`src/exec_pkg.sv`:
```
// Operation
// RULE1 - Table write mode: none, post-inc, post-dec, pre-inc
// RULE2 - Pointer low three bits pick holding register
// RULE3 - Holding registers stage bytes for programming
// RULE4 - Table pointer is 21-bit byte address
// RULE5 - Pointer bit zero selects low/high byte
// RULE6 - Zero test skips next instruction, two cycles
// RULE7 - Skipping two-word instruction costs three cycles
// RULE8 - Test-skip decodes 0110011a, flags untouched
// RULE9 - Access bit zero forces access bank
// RULE10 - XOR literal into working register, N/Z
// RULE11 - XOR file with working register, N/Z
// RULE12 - Destination bit picks working or file
// RULE13 - Table write two cycles, XOR one cycle
package exec_pkg;
	localparam int PTR_W = 21;
	localparam int HOLD_N = 8;
	localparam int HOLD_SEL_W = 3;
	localparam logic [15:0] TABLE_WRITE_MASK = 16'hFFFC;
	localparam logic [15:0] TABLE_WRITE_CODE = 16'h000C;
	localparam logic [15:0] TST_MASK = 16'hFE00;
	localparam logic [15:0] TST_CODE = 16'h6600;
	localparam logic [15:0] XORL_MASK = 16'hFF00;
	localparam logic [15:0] XORL_CODE = 16'h0A00;
	localparam logic [15:0] XORF_MASK = 16'hFC00;
	localparam logic [15:0] XORF_CODE = 16'h1800;
	localparam int BIT_D = 9;
	localparam int BIT_A = 8;
	localparam logic [1:0] MODE_NONE = 2'h0;
	localparam logic [1:0] MODE_POSTINC = 2'h1;
	localparam logic [1:0] MODE_POSTDEC = 2'h2;
	localparam logic [1:0] MODE_PREINC = 2'h3;
	localparam logic [3:0] ACCESS_BANK = 4'h0;
	localparam logic [3:0] ACCESS_BANK_HI = 4'hF;
	localparam logic [7:0] ACCESS_SPLIT = 8'h60;
	localparam int FADDR_W = 8;
	localparam int MODE_W = 2;
	localparam logic [7:0] HOLD_ERASED = 8'hFF;
	typedef enum logic [1:0] {ST_RUN = 2'h0, ST_TBL2 = 2'h1, ST_SKIP1 = 2'h3, ST_SKIP2 = 2'h2} state_t;
	typedef struct packed {
		logic [11:0] addr;
		logic [7:0] wdata;
		logic we;
	} file_req_t;
	typedef struct packed {
		logic n;
		logic z;
		logic we;
	} flag_upd_t;
endpackage

```
`src/hold_regs.sv`:
```
module hold_regs
	import exec_pkg::*;
#(
	parameter int N = HOLD_N
) (
	input wire logic ref_clk,
	input wire logic rst,
	input wire logic ce,
	input wire logic we,
	input wire logic [HOLD_SEL_W-1:0] sel,
	input wire logic [7:0] wdata,
	output logic [N*8-1:0] hold_flat
);
	logic [7:0] hold_reg [N];
	logic [7:0] hold_next [N];
	// Erased-state default so partly written blocks program as blank
	genvar g;
	for (g = 0; g < N; g++) begin : g_hold
		always_comb begin
			hold_next[g] = hold_reg[g];
			if (we && sel == HOLD_SEL_W'(g)) begin
				hold_next[g] = wdata; // see RULE2
			end
		end
		always_ff @(posedge ref_clk) begin
			if (rst) begin
				hold_reg[g] <= HOLD_ERASED;
			end else if (ce) begin
				hold_reg[g] <= hold_next[g];
			end
		end
		assign hold_flat[g*8 +: 8] = hold_reg[g]; // see RULE3
	end
endmodule

```
`src/exec_unit.sv`:
```
module exec_unit
	import exec_pkg::*;
(
	input wire logic ref_clk,
	input wire logic rst,
	input wire logic ce,
	input wire logic [15:0] instr,
	input wire logic instr_valid,
	input wire logic next_two_word,
	input wire logic [7:0] w_in,
	input wire logic [7:0] file_rdata,
	input wire logic [3:0] bank_select_register,
	input wire logic [7:0] table_latch,
	input wire logic [PTR_W-1:0] ptr_load,
	input wire logic ptr_load_en,
	output logic [11:0] file_raddr,
	output logic busy,
	output logic discard,
	output file_req_t file_wr,
	output flag_upd_t flag_wr,
	output logic [7:0] w_out,
	output logic w_we,
	output logic [PTR_W-1:0] table_pointer,
	output logic byte_high,
	output logic [HOLD_N*8-1:0] hold_flat
);
	state_t state_reg, state_next;
	logic [MODE_W-1:0] mode_reg, mode_next;
	logic [PTR_W-1:0] ptr_reg, ptr_next;
	logic [PTR_W-1:0] ptr_plus, ptr_minus;
	file_req_t file_reg, file_next;
	flag_upd_t flag_reg, flag_next;
	logic [7:0] w_reg, w_next;
	logic w_we_reg, w_we_next;
	logic hold_we;
	logic [7:0] result;
	logic [FADDR_W-1:0] op_field;
	logic [MODE_W-1:0] mode_field;
	logic idle;
	logic take;
	logic is_table_write, is_tst, is_xorl, is_xorf;
	logic any_op;
	logic xor_hit;
	logic skip_hit;
	logic ptr_post_up, ptr_post_down;

	// Fields of the instruction word
	assign op_field = instr[FADDR_W-1:0];
	assign mode_field = instr[MODE_W-1:0];

	// Busy cycles take no instruction; only file_raddr still follows the bus
	assign idle = (state_reg == ST_RUN);
	assign take = instr_valid && idle;

	// Opcode decode; the four patterns are disjoint, so one fires at most
	// Unknown opcodes decode to nothing and pass as no-ops
	always_comb begin
		is_table_write = take && ((instr & TABLE_WRITE_MASK) == TABLE_WRITE_CODE); // see RULE1
		is_tst = take && ((instr & TST_MASK) == TST_CODE); // see RULE8
		is_xorl = take && ((instr & XORL_MASK) == XORL_CODE); // see RULE10
		is_xorf = take && ((instr & XORF_MASK) == XORF_CODE); // see RULE11
		any_op = is_table_write || is_tst || is_xorl || is_xorf;
	end

	// Either XOR form produces status and a result
	assign xor_hit = is_xorl || is_xorf;

	// Access bank splits low GPRs and high SFRs
	always_comb begin
		if (!instr[BIT_A]) begin
			// Common window reachable without touching the bank select
			if (op_field < ACCESS_SPLIT) begin
				file_raddr = {ACCESS_BANK, op_field}; // see RULE9
			end else begin
				file_raddr = {ACCESS_BANK_HI, op_field}; // see RULE9
			end
		end else begin
			file_raddr = {bank_select_register, op_field}; // see RULE9
		end
	end

	// One shared XOR; the literal sits where a file address would
	always_comb begin
		if (is_xorl) begin
			result = w_in ^ op_field; // see RULE10
		end else begin
			result = w_in ^ file_rdata; // see RULE11
		end
	end

	// A zero test only matters once it is really taken
	assign skip_hit = is_tst && (file_rdata == 8'h00); // see RULE6

	// Sequencer next state; table write and skip both stretch the instruction
	always_comb begin
		state_next = state_reg;
		mode_next = mode_reg;
		hold_we = 1'h0;
		unique case (state_reg)
			ST_RUN: begin
				if (is_table_write) begin
					mode_next = mode_field; // see RULE1
					state_next = ST_TBL2; // see RULE13
				end else if (skip_hit) begin
					// Operand word of a two-word victim must be dropped too
					if (next_two_word) begin
						state_next = ST_SKIP1; // see RULE7
					end else begin
						state_next = ST_SKIP2; // see RULE6
					end
				end
			end
			ST_TBL2: begin
				// Latch byte goes to the slot the pointer names now
				hold_we = 1'h1; // see RULE2 RULE13
				state_next = ST_RUN;
			end
			ST_SKIP1: begin
				state_next = ST_SKIP2; // see RULE7
			end
			ST_SKIP2: begin
				state_next = ST_RUN; // see RULE6
			end
		endcase
	end

	// Sequencer registers, frozen while the enable is low
	always_ff @(posedge ref_clk) begin
		if (rst) begin
			state_reg <= ST_RUN;
			mode_reg <= MODE_NONE;
		end else if (ce) begin
			state_reg <= state_next;
			mode_reg <= mode_next;
		end
	end

	// Pointer wraps at either end of the byte space, no saturation
	assign ptr_plus = ptr_reg + PTR_W'(1); // see RULE4
	assign ptr_minus = ptr_reg - PTR_W'(1); // see RULE4

	// Post modes move the pointer only in the writing cycle
	assign ptr_post_up = (state_reg == ST_TBL2) && (mode_reg == MODE_POSTINC);
	assign ptr_post_down = (state_reg == ST_TBL2) && (mode_reg == MODE_POSTDEC);

	// Pointer next value; pre-increment lands early so the write sees the new slot
	always_comb begin
		ptr_next = ptr_reg;
		if (is_table_write && mode_field == MODE_PREINC) begin
			ptr_next = ptr_plus; // see RULE1
		end else if (ptr_post_up) begin
			ptr_next = ptr_plus; // see RULE1
		end else if (ptr_post_down) begin
			ptr_next = ptr_minus; // see RULE1
		end else if (idle && ptr_load_en && !any_op) begin
			// Loads yield to any decoded instruction, so they never race a write
			ptr_next = ptr_load;
		end
	end

	// Pointer register
	always_ff @(posedge ref_clk) begin
		if (rst) begin
			ptr_reg <= '0;
		end else if (ce) begin
			ptr_reg <= ptr_next;
		end
	end

	// Write-back next values; every pulse clears itself after one cycle
	always_comb begin
		file_next = '0;
		flag_next = '0;
		w_next = w_reg;
		w_we_next = 1'h0;
		if (xor_hit) begin
			// Only N and Z move; other status bits are not ours to touch
			flag_next.we = 1'h1; // see RULE10 RULE11
			flag_next.n = result[7];
			flag_next.z = (result == 8'h00);
			if (is_xorf && instr[BIT_D]) begin
				file_next.we = 1'h1; // see RULE12
				file_next.addr = file_raddr;
				file_next.wdata = result;
			end else begin
				w_we_next = 1'h1; // see RULE12
				w_next = result;
			end
		end
	end

	// Write-back registers; W copy holds its last value between pulses
	always_ff @(posedge ref_clk) begin
		if (rst) begin
			file_reg <= '0;
			flag_reg <= '0;
			w_reg <= 8'h00;
			w_we_reg <= 1'h0;
		end else if (ce) begin
			file_reg <= file_next;
			flag_reg <= flag_next;
			w_reg <= w_next;
			w_we_reg <= w_we_next;
		end
	end

	hold_regs #(.N(HOLD_N)) u_hold (
		.ref_clk(ref_clk),
		.rst(rst),
		.ce(ce),
		.we(hold_we),
		.sel(ptr_reg[HOLD_SEL_W-1:0]), // see RULE2
		.wdata(table_latch),
		.hold_flat(hold_flat)
	);

	// Pointer is byte address; bit 0 picks word half
	assign table_pointer = ptr_reg; // see RULE4
	assign byte_high = ptr_reg[0]; // see RULE5
	assign busy = (state_reg != ST_RUN);
	assign discard = (state_reg == ST_SKIP1) || (state_reg == ST_SKIP2); // see RULE6
	assign file_wr = file_reg;
	assign flag_wr = flag_reg;
	assign w_out = w_reg;
	assign w_we = w_we_reg;
endmodule

```
`config.mk`:
```
export PLATFORM = sky130hd
export DESIGN_NAME = exec_unit
export DESIGN_NICKNAME = d
export VERILOG_FILES = /design/src/exec_pkg.sv /design/src/hold_regs.sv /design/src/exec_unit.sv
export SDC_FILE = /design/constraint.sdc
export NUM_CORES = 1
export LEC_CHECK = 0
export BUFFER_PORTS_ARGS = -buffer_cell sky130_fd_sc_hd__buf_2
export CAP_MARGIN = 5
export CORE_MARGIN = 2
export CORE_UTILIZATION = 51
export CTS_BUF_LIST = sky130_fd_sc_hd__clkbuf_16
export DETAILED_ROUTE_END_ITERATION = 10
export HOLD_SLACK_MARGIN = 0.15
export PLACE_DENSITY_LB_ADDON = 0.1
export SKIP_CTS_REPAIR_TIMING = 1
export SYNTH_ARGS = -nofsm -noshare
export SYNTH_HDL_FRONTEND = slang
export SYNTH_SLANG_ARGS = --single-unit
```
`constraint.sdc`:
```
create_clock -name ref_clk -period 3.55 [get_ports ref_clk]
set_input_delay 0.71 -clock ref_clk [delete_from_list [all_inputs] [get_ports ref_clk]]
set_output_delay 0.71 -clock ref_clk [all_outputs]
set_load 0.005 [all_outputs]
```
## Word level (Yosys, flattened, before mapping)

Memory sizes are Yosys's and may differ from the RTL's.
Index checks and enable logic that the tools add are counted.

- Register bits: 58
- RAM bits: 64
- Output and inout bits: 133
- Memories: 1
- Word-level logic and storage cells: 119

Memories:

| name | depth | width | rd ports | clocked after memory_dff | write ports | line | source |
|---|---|---|---|---|---|---|---|
| u_hold.hold_reg | 8 | 8 | 8 | 0 | 8 | hold_regs.sv:14 | `logic [7:0] hold_reg [N];` |

- Eq/ne operators: 18
- Bitwise logic cells: 11
- Add/sub/neg operators: 2
- Mux-type cells: 38
- Reductions and logical operators: 37
- Order comparisons: 1

Operator list:

| kind | count |
|---|---|
| $mux W8 | 17 |
| $mux W21 | 6 |
| $mux W12 | 2 |
| $add A21 B1 Y21 const B | 1 |
| $sub A21 B1 Y21 const B | 1 |
| $logic_and A1 B1 Y1 | 20 |
| $logic_not A8 Y1 | 2 |
| $xor A8 B8 Y8 | 2 |
| $eq A14 B2 Y1 const B | 1 |
| $eq A3 B3 Y1 const B | 4 |
| $mux W1 | 9 |
| $eq A2 B2 Y1 const B | 4 |
| $eq A8 B4 Y1 const B | 1 |
| $lt A8 B7 Y1 const B | 1 |
| $or A1 B1 Y1 | 8 |
| $eq A7 B6 Y1 const B | 1 |
| $eq A3 B2 Y1 const B | 2 |
| $eq A6 B3 Y1 const B | 1 |
| $pmux W2 S3 | 1 |
| $reduce_and A3 Y1 | 2 |
| $logic_or A1 B1 Y1 | 5 |
| $eq A2 B1 Y1 const B | 2 |
| $mux W2 | 2 |
| $reduce_and A2 Y1 | 2 |
| other kinds (10) | 10 |

## Logic depth before layout (Yosys ltp)

- Depth in word-level cells: 12
- Gate-level depth with buffers: 10
- Gate-level depth less buffers: 8

## Cells and area by module

A second synthesis with hierarchy kept.

- Cell total of the unflattened synthesis: 555
- Area, all modules: 5743.0 µm²

By module, submodules not included:

| module | cells each | area an instance (µm²) | sequential area each (µm²) | instances |
|---|---|---|---|---|
| exec_unit | 467 | 3648.5 | 1161.1 | 1 |
| hold_regs | 88 | 2094.5 | 1921.8 | 1 |

## Worst setup path before layout

Ideal clock, no wire load.

- Path type: input to register
- Start: input instr[6]
- End: register ptr_reg[19], in the netlist table_pointer[19]
- Setup slack: 0.620 ns
- Data required time: 3.435 ns
- Arrival time: 2.815 ns
- Stages on the path: 6
- Cell sequence: or4b_1 > or4_1 > or2_2 > a41oi_2 > nor2_1 > a2111oi_0

- Cells in the longest elaborated chain, start to end: 9
- Elaborated cells between the ends (all ways): 11
- Classes of those cells: eq/ne (1); mux (1); reduce/logical (9)

RTL lines:

| item | line | source |
|---|---|---|
| start: declaration | exec_unit.sv:7 | `input wire logic [15:0] instr,` |
| $eq A14 B2 Y1 * | exec_unit.sv:58 | `is_table_write = take && ((instr & TABLE_WRITE_MASK) == TABLE_WRITE_CODE);` |
| $logic_and A1 B1 Y1 * | exec_unit.sv:58 |  |
| $logic_or A1 B1 Y1 (3 in a row) | exec_unit.sv:62 | `any_op = is_table_write \|\| is_tst \|\| is_xorl \|\| is_xorf;` |
| $logic_not A1 Y1 | exec_unit.sv:155 | `end else if (idle && ptr_load_en && !any_op) begin` |
| $logic_and A1 B1 Y1 | exec_unit.sv:155 |  |
| $reduce_bool A4 Y1 (no line) | n/a |  |
| $reduce_and A2 Y1 (no line) | n/a |  |
| end signal: assignment | exec_unit.sv:166 | `ptr_reg <= ptr_next;` |
| end: declaration | exec_unit.sv:29 | `logic [PTR_W-1:0] ptr_reg, ptr_next;` |

Every way passes the cells marked *; elsewhere a longest branch is shown, timed or not.
A chain may end at the register's enable or synchronous reset.

## Worst setup path in the final report

- Start: register ptr_reg[0], in the netlist table_pointer[0]
- End: register ptr_reg[18], in the netlist table_pointer[18]

- Cells in the longest elaborated chain, start to end: 4
- Elaborated cells between the ends (all ways): 5
- Classes of those cells: add/sub (2); mux (3)

RTL lines:

| item | line | source |
|---|---|---|
| $sub A21 B1 Y21 | exec_unit.sv:140 | `assign ptr_minus = ptr_reg - PTR_W'(1);` |
| $mux W21 | exec_unit.sv:153 | `end else if (ptr_post_down) begin` |
| $mux W21 | exec_unit.sv:151 | `end else if (ptr_post_up) begin` |
| $mux W21 * | exec_unit.sv:149 | `if (is_table_write && mode_field == MODE_PREINC) begin` |

Marked as above.

==> out/summary.md <==
• **count of endpoints failing setup in the final report** 0
• **share of the clock period used by the worst path** 83.8%
• **headroom to the max-slew limit** 41.3%
• **gate count after technology mapping** 627
• **number of H-tree levels** 4
• **global-route wire length before repair** 29.4 mm
• **CP startpoint** table_pointer[0]
• **number of buffers added on ports** 203
• **post-synthesis cell type count** 71
• **Async SR Flop Fraction** 0%
• **number of I/O pins** 204
• **worst min-delay path startpoint** w_we
• **delay of the slowest cell on the worst path** 0.55 ns
• **critical setup path kind** flop to flop
• **Place WS** 0.288 ns
• **maximum operating frequency** 336 MHz
• **number of synthesized register bits** 122
• **highest routing layer actually used** met4
• **layout overhead on the synthesized area** 26.3%
• **power per cell area** 475 mW/mm^2
• **type of destination of the critical path** flop
• **average size of a mapped cell** 9.89 um^2
• **ranking of synthesized cells by area** sky130_fd_sc_hd__edfxtp_1 (31%), sky130_fd_sc_hd__dfxtp_1 (19%), sky130_fd_sc_hd__nor2_1 (4.1%)
• **post-route antenna net violation count** 0
• **die extent in y** 114 um
• **Setup TNS** 0 ns
• **outcome** completed
• **CTS clk-pin slew, worst paths** 0.06 ns
• **Yosys warning total** 0
• **crit path buf inv count** 1
• **cell area after synthesis** 0.00620 mm^2
• **Total Wirelength** 18.6 mm
• **share of cells above drive strength 1** 32.8%
• **worst IR drop on VDD** 0.287 mV
• **final critical path time including I/O delays and setup** 2.98 ns
• **clock tree from TritonCTS** done
• **highest-count cells in the layout ignoring fill and taps** sky130_fd_sc_hd__buf_2 (203), sky130_fd_sc_hd__nor2_1 (68), sky130_fd_sc_hd__edfxtp_1 (64)
• **number of buffers inserted during clock tree synthesis** 17
• **Starting Density** 51.9%
• **total number of cells along the worst setup path** 8
• **startpoint of the worst-slack reg-to-reg timing path** table_pointer[0]
• **antenna violations before repair** 0
• **Worst Skew** 0.00545 ns
• **Syn Nets** 705
• **Rows** 40
• **HPWL after detailed placement** 13.1 mm
• **unrepaired setup endpoints after global routing** no
• **cell-by-cell listing of the critical path** inv_1, ha_1, or4b_1, or4_1, or4b_1, a31oi_1, mux2i_1, a211oi_2
• **reported leakage power** 3.33 nW
• **endpoint of the worst register-to-register path** table_pointer[18]
• **detailed-router iteration count before antenna repair** 5
• **per-cell routed wire length** 19.3 um
• **met3 WL** 1.56 mm
• **kind of start point of the critical path** flop
• **max_cap viols** 0
• **post-synth top area share** 31.0%
• **commonest non-fill, non-tap cell in the layout** sky130_fd_sc_hd__buf_2
• **number of DRC markers in iteration 0** 623
• **cell depth of the worst flop-to-flop path** 8
• **Data required, critical path** 3.89 ns
• **Post-layout nets** 886
• **Arr. time, crit path** 3.31 ns
• **area of the die** 0.0131 mm^2
• **Critical Path Slowest Stage Cell** sky130_fd_sc_hd__or4_1
• **sum of overflow across all layers after global routing** 0
• **number of remaining DRC errors** 0
• **GRT Total Usage** 29.2%
• **sequential-to-total area share from yosys stat** 49.7%
• **via-per-instance ratio** 6.03
• **FILL cells** 979
• **most used flip-flop cell after synthesis** sky130_fd_sc_hd__edfxtp_1
• **Die Wd** 114 um
• **length of routed met2 wiring** 8.94 mm
• **number of global-route vias before repair** 5578
• **Clock Root Buffer** sky130_fd_sc_hd__clkbuf_16
• **R2R setup slack** 0.57 ns
• **insertion delay to the later sink of the worst-skew pair** 0.41 ns
• **slew at the pin closest to its max-slew limit** 0.873 ns
• **min setup slack post-route** 0.575 ns
• **number of diodes added for antenna fixing** 0
• **total number of vias** 5838
• **largest net degree at the start of global routing** 41
• **hold violation count in the final report** 0
• **critical-path maximum fanout** 9
• **max-slew violation count** 0
• **Largest register FFs** 64
• **cell repeated most along the worst path** sky130_fd_sc_hd__or4b_1
• **CP top delay family** simple AND/OR/NAND/NOR gates
• **Worst Setup EP** table_pointer[18]
• **EDFF count, synth** 64
• **weighted congestion reported at the end of routability-driven placement** 0.904
• **worst hold path type** flop to flop
• **number of buffers on the longest clock path** 2
• **length of routed wiring on met1** 7.70 mm
• **Core Footprint** 0.0120 mm^2
• **area leader, netlist** sky130_fd_sc_hd__edfxtp_1
• **clock sink count** 122
[cell families (layout without fill, tap and decap cells)]
| family | count (synthesis) | in the layout | synth area share, % |
|---|---|---|---|
| and+or+nand+nor | 246 | 246 | 20.7 |
| AOI/OAI and AO/OA | 142 | 142 | 17.0 |
| DFF | 122 | 122 | 49.7 |
| buffers and inverters | 75 | 269 | 5.87 |
| muxes | 18 | 18 | 2.90 |
| xor gates and xnor gates | 17 | 17 | 2.40 |
| adders and majority gates | 7 | 7 | 1.41 |
[through the flow]
step                      cells  hold WS, ns  cell area [um^2]  utilization (%)  power [mW]
after global placement      936        0.460              7250             60.6        2.03
after global routing        968        0.517              7840             65.5        3.86
after CTS                   968        0.475              7840             65.5        3.73
after floorplan             627        0.458              6200                -        1.86
final                       968        0.480              7840             65.5        3.72
after detailed placement    936        0.466              7250             60.6        2.04
[worst reg2reg max path: stages (launching register included)]
cell and delay [ns]:
sky130_fd_sc_hd__dfxtp_1 0.40, sky130_fd_sc_hd__inv_1 0.18, sky130_fd_sc_hd__ha_1 0.22, sky130_fd_sc_hd__or4b_1 0.52, sky130_fd_sc_hd__or4_1 0.55, sky130_fd_sc_hd__or4b_1 0.54, sky130_fd_sc_hd__a31oi_1 0.18, sky130_fd_sc_hd__mux2i_1 0.11
sky130_fd_sc_hd__a211oi_2 0.21
[cells in the mapped netlist (15+ instances only)]
cell type / instances
sky130_fd_sc_hd__nor2_1: 68
sky130_fd_sc_hd__edfxtp_1: 64
sky130_fd_sc_hd__dfxtp_1: 58
sky130_fd_sc_hd__nand2_1: 50
sky130_fd_sc_hd__clkbuf_1: 36
sky130_fd_sc_hd__a21oi_1: 23
sky130_fd_sc_hd__a22oi_1: 20
sky130_fd_sc_hd__mux2i_1: 18
sky130_fd_sc_hd__nor4_1: 18
sky130_fd_sc_hd__nand3_1: 17
sky130_fd_sc_hd__inv_1: 16
sky130_fd_sc_hd__xnor2_1: 15
[layout make-up]
type,instances,area (um^2),share of cell area [%]
clock buffer,17,425,5.43
multi-input combinational,430,2770,35.4
tap,147,184,2.35
clock inverter,15,160,2.04
inverter,16,60.1,0.767
timing repair buffer,221,1150,14.7
sequential,122,3080,39.3
[where the power goes]
| group | leakage (nW) | switching (mW) | internal [mW] |
|---|---|---|---|
| clock | 0.284 | 0.612 | 1.09 |
| sequential | 1.11 | 0.0440 | 1.56 |
| combinational | 1.93 | 0.239 | 0.176 |
[metal layers]
metal	vias up	GRT usage, %
met2	317	48.0
met1	2769	37.3
met4	0	11.6
met3	35	6.83
li1	2717	-
met5	-	0
[how the worst min path moves through the flow]
stage                     cells after the start  slack [ns]    endpoint
final                                         2        0.48        w_we
after floorplan                               2        0.46  flag_wr[2]
after CTS                                     2        0.47        w_we
after global routing                          2        0.52        w_we
after detailed placement                      2        0.47        w_we
after global placement                        2        0.46        w_we
Power figures use the tool's default switching activity.
